**src/core/pabmux_pkg.sv**
```systemverilog
// Package: constants and carrier types for the port A/B pin function mux
package pabmux_pkg;

    // ==========================================================
    // Interface-mode field
    // ==========================================================
    localparam int IFM_W = 2;
    // Field value to function table; all-port is the safe default
    localparam logic [3:0] IFM_FIFO_MAP_RST = 4'h8;    // value 3 selects slave FIFO
    localparam logic [3:0] IFM_DBUS_MAP_RST = 4'hC;    // values 2,3 use data bus

    // ==========================================================
    // Field positions
    // ==========================================================
    localparam int POL_SLAVE_FIFO_OUTPUT_ENABLE_BIT = 4;
    localparam int POL_PKTC_BIT = 5;
    localparam int WAKE_ALT_BIT = 7;
    localparam int WAKE_EN_BIT = 1;
    localparam int WAKE_POL_BIT = 4;
    localparam int OEA_BIT3 = 3;
    localparam int PACFG_BIT7 = 7;

    // ==========================================================
    // Pin indices inside the nine-pin group
    // ==========================================================
    localparam int NPINS = 9;
    localparam int PIN_A2 = 0;
    localparam int PIN_A3 = 1;
    localparam int PIN_A4 = 2;
    localparam int PIN_A5 = 3;
    localparam int PIN_A6 = 4;
    localparam int PIN_A7 = 5;
    localparam int PIN_B0 = 6;

    localparam logic [2:0] SYNC_RST = 3'h0;

    // ==========================================================
    // Carriers
    // ==========================================================
    typedef struct packed {
        logic [8:0] in;
        logic [8:0] out;
        logic [8:0] oe;
    } pabmux_pins_t;

    typedef struct packed {
        logic outputEnable;
        logic fifoSelect1;
        logic fifoSelect0;
        logic packetCommit;
        logic chipSelectActive;
    } pabmux_fifo_t;

endpackage : pabmux_pkg

```
**src/core/pabmux_port_ab_mux.sv**
```systemverilog
// Port A bits 2..7 and port B bits 0..2 pin function multiplexer
// Function
// - Mode field picks port_a_bit2 function
// - Output-enable pin input only, polarity bit
// - Wake bit 7 and enable bit3 pick
// - Wake source enabled by bit 1, polarity bit4
// - Suspended wake transition restarts oscillator, interrupts
// - Asserted enabled wake pin blocks suspend
// - FIFO select pins are input only
// - Packet commit input, polarity bit 5
// - Mode and config bit pick bit7 function
// - Fourth flag drives pin as output
// - Chip select gates all FIFO strobes but the FIFO select inputs
// - Port B bits 0-2 carry data bus
// - Port mode bidirectional, input by default
// - Reset holds all pins high impedance
`timescale 1ns/1ps
module pabmux_port_ab_mux
    import pabmux_pkg::*;
#(
    parameter logic [3:0] FIFO_MAP = IFM_FIFO_MAP_RST,
    parameter logic [3:0] DBUS_MAP = IFM_DBUS_MAP_RST,
    parameter int DBUS_W = 3
)(
    input wire logic clock,
    input wire logic nrst,
    input wire logic [IFM_W-1:0] interfaceModeSetting,
    input wire logic [7:0] fifoPinPolaritySetting,
    input wire logic [7:0] wakeControlSetting,
    input wire logic [7:0] portAOutputEnables,
    input wire logic [7:0] portAAltFunctionSetting,
    input wire logic [8:0] portOut,
    input wire logic [8:0] portOe,
    input wire logic fourthFifoFlag,
    input wire logic [DBUS_W-1:0] fifoDataOut,
    input wire logic fifoDataOe,
    input wire logic suspended,
    input wire pabmux_pins_t pinIn,
    output pabmux_pins_t pins,
    output logic [8:0] portIn,
    output logic [DBUS_W-1:0] fifoDataIn,
    output pabmux_fifo_t fifoCtl,
    output logic wakeRestartOsc,
    output logic wakeIrq,
    output logic suspendBlock
);

    // Pad slice is fixed by the three port B pins
    if (DBUS_W != 3)
    begin : g_dbusWidthCheck
        $error("pabmux: data bus slice must be 3 bits");
    end

    // ==========================================================
    // Reset release
    // ==========================================================
    logic [1:0] rstSync_r;
    logic rstN;
    always_ff @(posedge clock or negedge nrst)
    begin
        if (!nrst)
            rstSync_r <= 2'h0;
        else
            rstSync_r <= {rstSync_r[0], 1'b1};
    end
    assign rstN = rstSync_r[1];

    // ==========================================================
    // Pin input synchronisers, second and third must agree
    // ==========================================================
    logic [8:0] s1_r, s2_r, s3_r, pinSync_r;
    always_ff @(posedge clock or negedge rstN)
    begin
        if (!rstN)
        begin
            s1_r <= 9'h000;
            s2_r <= 9'h000;
            s3_r <= 9'h000;
            pinSync_r <= 9'h000;
        end
        else
        begin
            s1_r <= pinIn.in;
            s2_r <= s1_r;
            s3_r <= s2_r;
            for (int i = 0; i < NPINS; i++)
                if (s2_r[i] == s3_r[i])
                    pinSync_r[i] <= s3_r[i];
        end
    end

    // ==========================================================
    // Function select
    // ==========================================================
    function automatic logic modeHit(input logic [3:0] map, input logic [IFM_W-1:0] m);
        modeHit = map[m];
    endfunction : modeHit

    logic fifoMode, dbusMode, wakeAlt, flagMode, csMode;
    assign fifoMode = modeHit(FIFO_MAP, interfaceModeSetting);
    assign dbusMode = modeHit(DBUS_MAP, interfaceModeSetting);
    // Wake function only while the port bit is not driven
    assign wakeAlt = wakeControlSetting[WAKE_ALT_BIT] &
                     !portAOutputEnables[OEA_BIT3];
    assign flagMode = fifoMode & !portAAltFunctionSetting[PACFG_BIT7];
    assign csMode = fifoMode & portAAltFunctionSetting[PACFG_BIT7];

    // ==========================================================
    // Pin drivers
    // ==========================================================
    logic [8:0] altIn, outNxt, oeNxt;
    always_comb
    begin
        outNxt = portOut;
        oeNxt = portOe;
        altIn = 9'h000;
        if (fifoMode)
        begin
            altIn[PIN_A2] = 1'b1;
            altIn[PIN_A4] = 1'b1;
            altIn[PIN_A5] = 1'b1;
            altIn[PIN_A6] = 1'b1;
            altIn[PIN_A7] = 1'b1;
        end
        if (wakeAlt)
            altIn[PIN_A3] = 1'b1;
        if (dbusMode)
            altIn[PIN_B0 +: 3] = 3'h7;
        for (int i = 0; i < NPINS; i++)
            if (altIn[i])
                oeNxt[i] = 1'b0;
        if (flagMode)
        begin
            outNxt[PIN_A7] = fourthFifoFlag;
            oeNxt[PIN_A7] = 1'b1;
        end
        if (dbusMode)
        begin
            outNxt[PIN_B0 +: 3] = fifoDataOut;
            oeNxt[PIN_B0 +: 3] = {3{fifoDataOe}};
        end
    end

    // Registered drivers; reset leaves every pin undriven
    logic [8:0] padOut_r, padOe_r;
    always_ff @(posedge clock or negedge rstN)
    begin
        if (!rstN)
        begin
            padOut_r <= 9'h000;
            padOe_r <= 9'h000;
        end
        else
        begin
            padOut_r <= outNxt;
            padOe_r <= oeNxt;
        end
    end
    // One driver for the whole pad carrier
    assign pins = '{in: pinSync_r, out: padOut_r, oe: padOe_r};

    always_ff @(posedge clock or negedge rstN)
    begin
        if (!rstN)
        begin
            portIn <= 9'h000;
            fifoDataIn <= 3'h0;
        end
        else
        begin
            portIn <= pinSync_r;
            fifoDataIn <= pinSync_r[PIN_B0 +: 3];
        end
    end

    // ==========================================================
    // Slave FIFO controls
    // ==========================================================
    logic csOk;
    // Chip select is active low; without it every strobe but the FIFO selects reads inactive
    assign csOk = !csMode | !pinSync_r[PIN_A7];
    always_ff @(posedge clock or negedge rstN)
    begin
        if (!rstN)
            fifoCtl <= '0;
        else
        begin
            fifoCtl.chipSelectActive <= fifoMode & csOk;
            fifoCtl.outputEnable <= fifoMode & csOk &
                (pinSync_r[PIN_A2] == fifoPinPolaritySetting[POL_SLAVE_FIFO_OUTPUT_ENABLE_BIT]);
            fifoCtl.packetCommit <= fifoMode & csOk &
                (pinSync_r[PIN_A6] == fifoPinPolaritySetting[POL_PKTC_BIT]);
            fifoCtl.fifoSelect0 <= fifoMode & pinSync_r[PIN_A4];
            fifoCtl.fifoSelect1 <= fifoMode & pinSync_r[PIN_A5];
        end
    end

    // ==========================================================
    // Second wake input
    // ==========================================================
    logic wakeEn, wakeLvl, wakePrev_r;
    assign wakeEn = wakeAlt & wakeControlSetting[WAKE_EN_BIT];
    assign wakeLvl = pinSync_r[PIN_A3] == wakeControlSetting[WAKE_POL_BIT];
    always_ff @(posedge clock or negedge rstN)
    begin
        if (!rstN)
        begin
            wakePrev_r <= 1'b0;
            wakeRestartOsc <= 1'b0;
            wakeIrq <= 1'b0;
            suspendBlock <= 1'b0;
        end
        else
        begin
            wakePrev_r <= pinSync_r[PIN_A3];
            // Any transition wakes, whatever the polarity setting
            wakeRestartOsc <= suspended & wakeEn & (wakePrev_r != pinSync_r[PIN_A3]);
            wakeIrq <= suspended & wakeEn & (wakePrev_r != pinSync_r[PIN_A3]);
            suspendBlock <= wakeEn & wakeLvl;
        end
    end

endmodule : pabmux_port_ab_mux

```
**config.mk**
```make
export PLATFORM = sky130hd
export DESIGN_NAME = pabmux_port_ab_mux
export DESIGN_NICKNAME = d
export VERILOG_FILES = /design/src/core/pabmux_pkg.sv /design/src/core/pabmux_port_ab_mux.sv
export SDC_FILE = /design/constraint.sdc
export NUM_CORES = 1
export LEC_CHECK = 0
export BUFFER_PORTS_ARGS = -buffer_cell sky130_fd_sc_hd__buf_2
export CAP_MARGIN = 20
export CORE_ASPECT_RATIO = 1.75
export CORE_MARGIN = 10
export CORE_UTILIZATION = 42
export CTS_CLUSTER_DIAMETER = 60
export CTS_CLUSTER_SIZE = 25
export DETAILED_ROUTE_END_ITERATION = 6
export PLACE_DENSITY = 0.84
export SLEW_MARGIN = 0
export SYNTH_ARGS = -nofsm -noshare
export SYNTH_HDL_FRONTEND = slang
export SYNTH_SLANG_ARGS = --single-unit
```
**constraint.sdc**
```tcl
create_clock -name clock -period 3.06 [get_ports clock]
set_clock_uncertainty 0.05 [all_clocks]
set_input_delay 0.612 -clock clock [delete_from_list [all_inputs] [get_ports clock]]
set_output_delay 0.612 -clock clock [all_outputs]
set_load 0.1 [all_outputs]
```
==> results of run 1 <==
-- per-stage QoR --
step | worst slack (ns) | instances
global placement | 1.50 | 260
finish | 1.14 | 277
global route | 1.07 | 277
CTS | 1.10 | 277
detailed placement | 1.48 | 260
floorplan | 0.856 | 120
-- layout make-up --
type / instances / area, um^2
clock buffers: 11 / 151
clock inverters: 5 / 31.3
fillers: 412 / 2160
inverters: 4 / 15.0
multi-input cells: 38 / 315
flip-flops and latches: 72 / 1800
well taps: 54 / 67.6
repair buffers: 93 / 475
-- metal layers --
metal / track usage, % / vias to the layer above
li1: - / 585
met5: 0 / -
met1: 10.7 / 623
met4: 5.71 / 0
met3: 6.99 / 6
met2: 16.8 / 70
-- sequential cells by signal (all words and copies together), names as in the netlist --
register	count
s3_r	9
fifoDataIn	3
portIn	6
pinSync_r	9
rstSync_r	2
suspendBlock	1
fifoCtl	5
padOut_r	9
s1_r	9
padOe_r	9
s2_r	9
wakeIrq	1
-- power groups by stage --
stage	Clock [mW]	Sequential [mW]	Combinational, mW
2_1_floorplan	0	1.39	0.0860
3_3_place_gp	0	1.06	0.503
3_5_place_dp	0	1.07	0.508
4_1_cts	0.684	1.05	0.510
5_1_grt	0.724	1.06	0.521
6_report	0.659	1.05	0.504
-- worst min-delay path by stage --
stage / start / cells past startpoint / to
after floorplan: nrst / 0 / rstSync_r[0]$_DFF_PN0_
after global placement: rstSync_r[1]$_DFF_PN0_ / 0 / s2_r[8]$_DFF_PN0_
after detailed placement: rstSync_r[1]$_DFF_PN0_ / 0 / s2_r[8]$_DFF_PN0_
after CTS: rstSync_r[1]$_DFF_PN0_ / 0 / s3_r[8]$_DFF_PN0_
after global routing: rstSync_r[1]$_DFF_PN0_ / 0 / s3_r[8]$_DFF_PN0_
final: rstSync_r[1]$_DFF_PN0_ / 0 / s3_r[8]$_DFF_PN0_
-- timing repair --
action,in CTS,in global routing
setup buffers,0,0
resized for setup,0,0
hold buffers,1,0
hold endpoints to repair,2,0
-- cell families (layout without fill, tap and decap cells) --
logic type	after synthesis	after routing
xor gates and xnor gates	4	4
AOI/OAI and AO/OA	8	8
and+or+nand+nor	12	12
muxes	4	4
DFF	72	72
buffers and inverters	10	113
adders and majority gates	9	9
other	1	1
-- layout by cell type, fill, tap and decap left out, types with 2 or more instances in the layout --
cell type  instances
clkbuf_8          11
xor2_1             2
inv_1              4
and3_1             2
mux2_2             3
xnor2_1            2
a211oi_1           2
and2_1             4
buf_2             90
buf_4              2
clkinv_2           3
dfrtp_1           71
o21ai_0            3
maj3_1             9
==> flow_metrics.env, run 1 <==
export IMPL_outcome="finished clean"
export IMPL_p_seq_share_pct=47.4
export IMPL_gp_congestion=0.703
export IMPL_rsz0062_at_grt="no"
export IMPL_end_kind="primary output"
export IMPL_gr_usage_all_layers_pct=10.8
export IMPL_synth_most_common_cell="dfrtp_1"
export IMPL_antenna_found_initial=0
export IMPL_r2r_setup_slack_ns=2.07
export IMPL_synth_commonest_cells="72 x dfrtp_1, 9 x maj3_1, 5 x buf_4"
export IMPL_place_area_mm2=0.00267
export IMPL_tritoncts="yes"
export IMPL_p_sw_mw=0.783
export IMPL_worst_endpoint_required_ns=2.40
export IMPL_synthMuxAreaShare_pct=2.24
export IMPL_final_area_mm2=0.00286
export IMPL_pwr_share_clk_pct=29.8
export IMPL_syn_to_final_growth_pct=31.1
export IMPL_ys_seq_elements=72
export IMPL_path_depth=1
export IMPL_cp_endpoint="pins[19]"
export IMPL_yosysSeqAreaShare_pct=82.6
export IMPL_drv_cap=0
export IMPL_hpwl_um=3580
export IMPL_post_route_period_util_pct=62.7
export IMPL_clkSinkCount=72
export IMPL_synthFlopType="dfrtp_1"
export IMPL_grt_pass1_vias=1451
export IMPL_start_util_pct=43.4
export IMPL_antenna_left=0
export IMPL_p_total_mw=2.21
export IMPL_hold_viol_final=0
export IMPL_p_int_mw=1.43
export IMPL_core_region_area_mm2=0.00502
export IMPL_post_drt_wl_per_cell_um=16.3
export IMPL_path_cells="buf_2"
export IMPL_synth_cells=120
export IMPL_maxSlewViolCount=0
export IMPL_htree_num_levels=3
export IMPL_avgSynthCellArea_um2=18.2
export IMPL_layout_drive_gt1_share_pct=52.0
export IMPL_clk_pin_slew_ns=0.07
export IMPL_wl_met1_um=1630
export IMPL_num_vias=1284
export IMPL_r2r_end="pinSync_r[1]$_DFFE_PN0N_"
export IMPL_setup_viol=0
export IMPL_min_delay_path_class="flop to asynchronous set/reset pin"
export IMPL_critPathKind="flop to primary output"
export IMPL_worst_pin_slew_ns=0.524
export IMPL_whs_ns=0.0956
export IMPL_cts_buffer_depth=2
export IMPL_startpoint="pinSync_r[1]$_DFFE_PN0N_"
export IMPL_cts_buffers=9
export IMPL_synth_top_family_by_area="adder cells"
export IMPL_crit_fanout=5
export IMPL_gr_total_overflow=0
export IMPL_layout_min_cycle_time_ns=1.92
export IMPL_synth_nets=207
export IMPL_yosys_warnings=0
export IMPL_route_detailed_drc=0
export IMPL_nets=305
export IMPL_port_buffers=90
export IMPL_post_synth_top_area_cell="dfrtp_1"
export IMPL_p_leak_nw=1.47
export IMPL_power_density_mw_per_mm2=773
export IMPL_synth_enable_flop_cells=0
export IMPL_arrival_ns=1.26
export IMPL_grt_first_pass_wirelength_um=6780
export IMPL_crit_buf_inv=1
export IMPL_highest_layer="met4"
export IMPL_die_h_um=115
export IMPL_clk_latency_ns=0.33
export IMPL_comb_power_share_pct=22.8
export IMPL_yosysTopAreaCellShare_pct=82.6
export IMPL_diodes=0
export IMPL_die_area_mm2=0.00859
export IMPL_r2r_cells=1
export IMPL_totalWireLength_um=4520
export IMPL_die_w_um=74.5
export IMPL_initialDrtViolationCount=32
export IMPL_wl_met3_um=551
export IMPL_met2_wirelength_um=2250
export IMPL_peakVddDrop_mv=0.359
export IMPL_sw_frac_of_total_pct=35.4
export IMPL_critPathLaunchType="flop"
export IMPL_synth_compound_area_share_pct=2.41
export IMPL_rr_startpoint="pinSync_r[1]$_DFFE_PN0N_"
export IMPL_synth_async_reset_ratio_pct=100
export IMPL_via_per_inst=4.64
export IMPL_cpPeakStageDelay_ns=0.47
export IMPL_synth_distinct_cells=23
export IMPL_final_util_pct=57.0
export IMPL_fmax_mhz=521
export IMPL_mappedNetlistArea_mm2=0.00218
export IMPL_relSlewSlack_pct=65.3
export IMPL_yosys_area_share_simple_pct=3.90
export IMPL_slowest_stage="buf_2"
export IMPL_cts_root_buf="clkbuf_8"
export IMPL_setup_tns_ns=0
export IMPL_synth_xor_area_share_pct=1.61
export IMPL_drt_first_pass_iters=4
export IMPL_ys_top_cells_by_area="dfrtp_1 83%, maj3_1 4.1%, buf_4 1.7%, mux2_2 1.5%, and2_1 1.1%"
export IMPL_cp_top_family="buffers and inverters"
export IMPL_core_rowCount=34
export IMPL_grt_max_degree=33
export IMPL_synth_fa_ha_area_share_pct=4.13
export IMPL_ioPinCount=134
(Power assumes the default switching activity.)
==> run 2, diff against run 1 <==
--- a/config.mk
+++ b/config.mk
@@ -9,11 +9,11 @@
 export CAP_MARGIN = 20
 export CORE_ASPECT_RATIO = 1.75
 export CORE_MARGIN = 10
-export CORE_UTILIZATION = 42
+export CORE_UTILIZATION = 38
 export CTS_CLUSTER_DIAMETER = 60
 export CTS_CLUSTER_SIZE = 25
 export DETAILED_ROUTE_END_ITERATION = 6
-export PLACE_DENSITY = 0.84
+export PLACE_DENSITY = 0.8
 export SLEW_MARGIN = 0
 export SYNTH_ARGS = -nofsm -noshare
 export SYNTH_HDL_FRONTEND = slang
==> constraint.sdc (replaced) <==
create_clock -name clock -period 1.6 [get_ports clock]
set_clock_uncertainty 0.05 [all_clocks]
set_input_delay 0.32 -clock clock [delete_from_list [all_inputs] [get_ports clock]]
set_output_delay 0.32 -clock clock [all_outputs]
set_load 0.1 [all_outputs]
==> flow_metrics.env, run 2 (synthesized netlist as in run 1, its figures left out) <==
export IMPL_setup_tns_ns=0
export IMPL_die_w_um=77.3
export IMPL_clk_latency_ns=0.32
export IMPL_post_drt_wl_per_cell_um=14.6
export IMPL_final_common_cell="buf_2"
export IMPL_min_path_cells=1
export IMPL_clkSinkCount=72
export IMPL_worst_pin_slew_ns=0.517
export IMPL_via_per_inst=4.18
export IMPL_port_buffers=90
export IMPL_min_delay_path_class="input pin to flop"
export IMPL_crit_buf_inv=1
export IMPL_instances_no_fill=298
export IMPL_tritoncts="yes"
export IMPL_gr_usage_all_layers_pct=9.74
export IMPL_r2r_cells=1
export IMPL_slowest_stage="buf_2"
export IMPL_worst_endpoint_required_ns=1.23
export IMPL_layout_drive_gt1_share_pct=53.2
export IMPL_final_util_pct=53.2
export IMPL_syn_to_final_growth_pct=36.1
export IMPL_place_inst=281
export IMPL_arrival_ns=1.15
export IMPL_peakVddDrop_mv=0.726
export IMPL_crit_fanout=4
export IMPL_rsz0062_at_grt="no"
export IMPL_hp_start="pinIn[18]"
export IMPL_gr_total_overflow=0
export IMPL_layout_setup_ws_ns=0.0769
export IMPL_diodes=0
export IMPL_setup_viol=0
export IMPL_die_h_um=120
export IMPL_layout_min_cycle_time_ns=1.52
export IMPL_grt_first_pass_wirelength_um=6980
export IMPL_critPathLaunchType="flop"
export IMPL_htree_num_levels=3
export IMPL_grt_pass1_vias=1385
export IMPL_ioPinCount=134
export IMPL_hold_path_end="s1_r[0]$_DFF_PN0_"
export IMPL_num_vias=1245
export IMPL_whs_ns=0.0428
export IMPL_preCtsSetupSlack_ns=0.338
export IMPL_core_region_area_mm2=0.00559
export IMPL_outcome="finished clean"
export IMPL_nets=304
export IMPL_relSlewSlack_pct=65.7
export IMPL_critPathKind="flop to primary output"
export IMPL_cts_root_buf="clkbuf_8"
export IMPL_hpwl_um=3430
export IMPL_antenna_found_initial=0
export IMPL_core_rowCount=36
export IMPL_clk_pin_slew_ns=0.07
export IMPL_power_density_mw_per_mm2=1570
export IMPL_grt_max_degree=53
export IMPL_r2r_setup_slack_ns=0.62
export IMPL_maxSlewViolCount=0
export IMPL_path_cells="buf_2"
export IMPL_antenna_left=0
export IMPL_cp_top_family="buffers and inverters"
export IMPL_route_detailed_drc=0
export IMPL_layout_common_cells="86 x buf_2, 67 x dfrtp_1, 10 x clkbuf_8"
export IMPL_post_route_period_util_pct=95.2
export IMPL_r2r_end="pinSync_r[5]$_DFFE_PN0N_"
export IMPL_cpPeakStageDelay_ns=0.44
export IMPL_fmax_mhz=657
export IMPL_cts_buffers=9
export IMPL_hold_viol_final=0
export IMPL_cts_buffer_depth=2
export IMPL_end_kind="primary output"
export IMPL_initialDrtViolationCount=45
export IMPL_die_area_mm2=0.00929
export IMPL_start_util_pct=39.0
export IMPL_totalWireLength_um=4350
export IMPL_gp_congestion=0.660
export IMPL_drt_first_pass_iters=4
export IMPL_p_leak_nw=1.50
export IMPL_rr_startpoint="pinSync_r[5]$_DFFE_PN0N_"
export IMPL_drv_cap=0
[run 2: changes by cell type in the layout (fill, tap and decap cells not counted), sizes merged]
cell	previous run	this run
clkinvlp	1	0
bufinv	0	3
clkbuf	11	13
clkinv	4	2
buf	92	89
[run 2: metal layers]
metal / global-route usage, % / part of all wire, %
met5: 0 / 0
met4: 4.47 / 1.2
met3: 6.23 / 8.9
met2: 15.0 / 52
met1: 10.2 / 38
[run 2: final cells by class]
type	count	area, um^2
fillers	516	2620
flip-flops and latches	72	1810
repair buffers	92	490
multi-input cells	38	315
clock buffers	11	141
clock inverters	5	104
well taps	76	95.1
inverters	4	15.0
[run 2: worst max path at each step]
stage	startpoint	to	slack, ns	depth (start not counted)
floorplan	pinSync_r[1]$_DFFE_PN0N_	suspendBlock$_DFF_PN0_	0.11	2
global placement	pinSync_r[1]$_DFFE_PN0N_	pins[19]	0.35	1
detailed placement	pinSync_r[1]$_DFFE_PN0N_	pins[19]	0.34	1
CTS	pinSync_r[4]$_DFFE_PN0N_	pins[22]	0.01	1
global route	pinSync_r[6]$_DFFE_PN0N_	pins[24]	0.002	1
finish	pinSync_r[2]$_DFFE_PN0N_	pins[20]	0.08	1
[run 2: stage by stage]
step                      cell area [um^2]  total power [mW]
after global placement                2700              3.00
after global routing                  2970              4.86
final                                 2970              4.66
after detailed placement              2700              3.01
after floorplan                       2190              2.82
after CTS                             2960              4.72
[run 2: what timing repair did]
item	in CTS	in global routing
pin swaps	0	0
buffers inserted	0	0
hold buffers	1	0
endpoints found under the setup margin	2	2
endpoints found under the hold margin	2	0
gates resized for setup	2	2
[run 2: report_power, final]
| part | internal, mW | switching [mW] | total [mW] | leakage (nW) |
|---|---|---|---|---|
| clock network | 1.08 | 0.609 | 1.69 | 0.124 |
| logic | 0.155 | 0.815 | 0.970 | 0.521 |
| registers | 1.94 | 0.0613 | 2.00 | 0.852 |
| total | 3.17 | 1.49 | 4.66 | 1.50 |
==> run 3, diff against run 2 <==
--- a/config.mk
+++ b/config.mk
@@ -8,7 +8,7 @@
 export BUFFER_PORTS_ARGS = -buffer_cell sky130_fd_sc_hd__buf_2
 export CAP_MARGIN = 20
 export CORE_ASPECT_RATIO = 1.75
-export CORE_MARGIN = 10
+export CORE_MARGIN = 8
 export CORE_UTILIZATION = 38
 export CTS_CLUSTER_DIAMETER = 60
 export CTS_CLUSTER_SIZE = 25
==> flow_metrics.env, run 3 (synthesized netlist as in run 1, its figures left out) <==
export IMPL_drv_cap=0
export IMPL_sw_frac_of_total_pct=31.7
export IMPL_initialDrtViolationCount=45
export IMPL_die_h_um=116
export IMPL_end_kind="primary output"
export IMPL_critPathKind="flop to primary output"
export IMPL_rsz0062_at_grt="no"
export IMPL_crit_fanout=3
export IMPL_hpwl_um=3350
export IMPL_htree_num_levels=3
export IMPL_diodes=0
export IMPL_clk_pin_slew_ns=0.07
export IMPL_clkSinkCount=72
export IMPL_nets=305
export IMPL_start_util_pct=39.4
export IMPL_setup_viol=0
export IMPL_post_route_period_util_pct=95.7
export IMPL_port_buffers=90
export IMPL_instances_no_fill=299
export IMPL_fmax_mhz=653
export IMPL_whs_ns=0.0437
export IMPL_hold_viol_final=0
export IMPL_syn_to_final_growth_pct=36.5
export IMPL_via_per_inst=4.28
export IMPL_final_util_pct=53.7
export IMPL_ioPinCount=134
export IMPL_post_drt_wl_per_cell_um=14.6
export IMPL_peakVddDrop_mv=0.949
export IMPL_antenna_found_initial=0
export IMPL_pwr_share_clk_pct=36.8
export IMPL_arrival_ns=1.16
export IMPL_tritoncts="yes"
export IMPL_grt_first_pass_wirelength_um=6890
export IMPL_num_vias=1281
export IMPL_die_area_mm2=0.00851
export IMPL_place_inst=282
export IMPL_crit_buf_inv=1
export IMPL_critPathLaunchType="flop"
export IMPL_p_total_mw=4.71
export IMPL_min_delay_path_class="input pin to flop"
export IMPL_p_leak_nw=1.50
export IMPL_cp_top_family="buffers and inverters"
export IMPL_worst_endpoint_required_ns=1.23
export IMPL_slowest_stage="buf_2"
export IMPL_outcome="finished clean"
export IMPL_comb_power_share_pct=20.8
export IMPL_layout_drive_gt1_share_pct=53.8
export IMPL_p_sw_mw=1.49
export IMPL_cts_root_buf="clkbuf_8"
export IMPL_die_w_um=73.3
export IMPL_cts_buffers=9
export IMPL_totalWireLength_um=4370
export IMPL_path_cells="buf_2"
export IMPL_gp_congestion=0.735
export IMPL_maxSlewViolCount=0
export IMPL_route_detailed_drc=0
export IMPL_fillers=471
export IMPL_drt_first_pass_iters=3
export IMPL_final_common_cell="buf_2"
export IMPL_gr_total_overflow=0
export IMPL_cts_setup_buffers=0
export IMPL_layout_min_cycle_time_ns=1.53
export IMPL_gr_usage_all_layers_pct=10.9
export IMPL_core_region_area_mm2=0.00554
export IMPL_core_rowCount=36
export IMPL_antenna_left=0
export IMPL_cpPeakStageDelay_ns=0.45
export IMPL_grt_pass1_vias=1511
export IMPL_grt_max_degree=41
export IMPL_layout_common_cells="84 x buf_2, 67 x dfrtp_1, 11 x clkbuf_8"
export IMPL_setup_tns_ns=0
export IMPL_p_int_mw=3.21
export IMPL_power_density_mw_per_mm2=1580
export IMPL_clk_latency_ns=0.33
export IMPL_cts_buffer_depth=2
export IMPL_p_seq_share_pct=42.4
[run 3: what timing repair did]
item,in CTS,in global routing
endpoints found under the hold margin,2,0
pin swaps,0,0
gates resized for setup,2,4
setup endpoints to repair,2,4
hold buffers,1,0
gates cloned,0,0
[run 3: through the flow]
| stage | area [um^2] | worst slack (ns) |
|---|---|---|
| 3_5_place_dp | 2700 | 0.338 |
| 5_1_grt | 2980 | 0.00694 |
| 6_report | 2980 | 0.0685 |
| 4_1_cts | 2970 | 0.0122 |
| 2_1_floorplan | 2190 | 0.107 |
| 3_3_place_gp | 2700 | 0.353 |
[run 3: final timing paths]
kind                                          start                       end  slack (ns)  depth (start not counted)
setup reg to reg           pinSync_r[1]$_DFFE_PN0N_  pinSync_r[1]$_DFFE_PN0N_        0.63                          1
setup / recovery           pinSync_r[8]$_DFFE_PN0N_                  pins[26]        0.07                          1
hold reg to reg              rstSync_r[1]$_DFF_PN0_         s1_r[2]$_DFF_PN0_        0.22                          1
max in group asynchronous    rstSync_r[1]$_DFF_PN0_         s3_r[3]$_DFF_PN0_        0.90                          1
min in group asynchronous    rstSync_r[1]$_DFF_PN0_         s1_r[2]$_DFF_PN0_        0.22                          1
hold / removal                            pinIn[18]         s1_r[0]$_DFF_PN0_        0.04                          1
[run 3: power groups by stage]
| stage | combinational [mW] | clock (mW) | sequential, mW |
|---|---|---|---|
| 2_1_floorplan | 0.164 | 0 | 2.66 |
| 3_3_place_gp | 0.965 | 0 | 2.03 |
| 3_5_place_dp | 0.976 | 0 | 2.04 |
| 4_1_cts | 0.981 | 1.79 | 2.00 |
| 5_1_grt | 1.01 | 1.86 | 2.01 |
| 6_report | 0.977 | 1.73 | 2.00 |
[run 3: layer usage]
layer	track usage [%]	part of all wire, %	vias up	wire length [um]
met5	0	0	-	0
met4	6.99	2.7	0	119
met3	5.76	12	10	524
met2	17.2	50	71	2180
met1	10.8	36	618	1550
li1	-	-	582	-
[run 3: area by class of cell]
class	count	area (um^2)	share of cell area, %
sequential	72	1810	60.7
inverter	4	15.0	0.504
clock buffer	11	151	5.08
timing repair buffer	93	490	16.5
clock inverter	5	103	3.45
tap	76	95.1	3.19
multi-input combinational	38	315	10.6
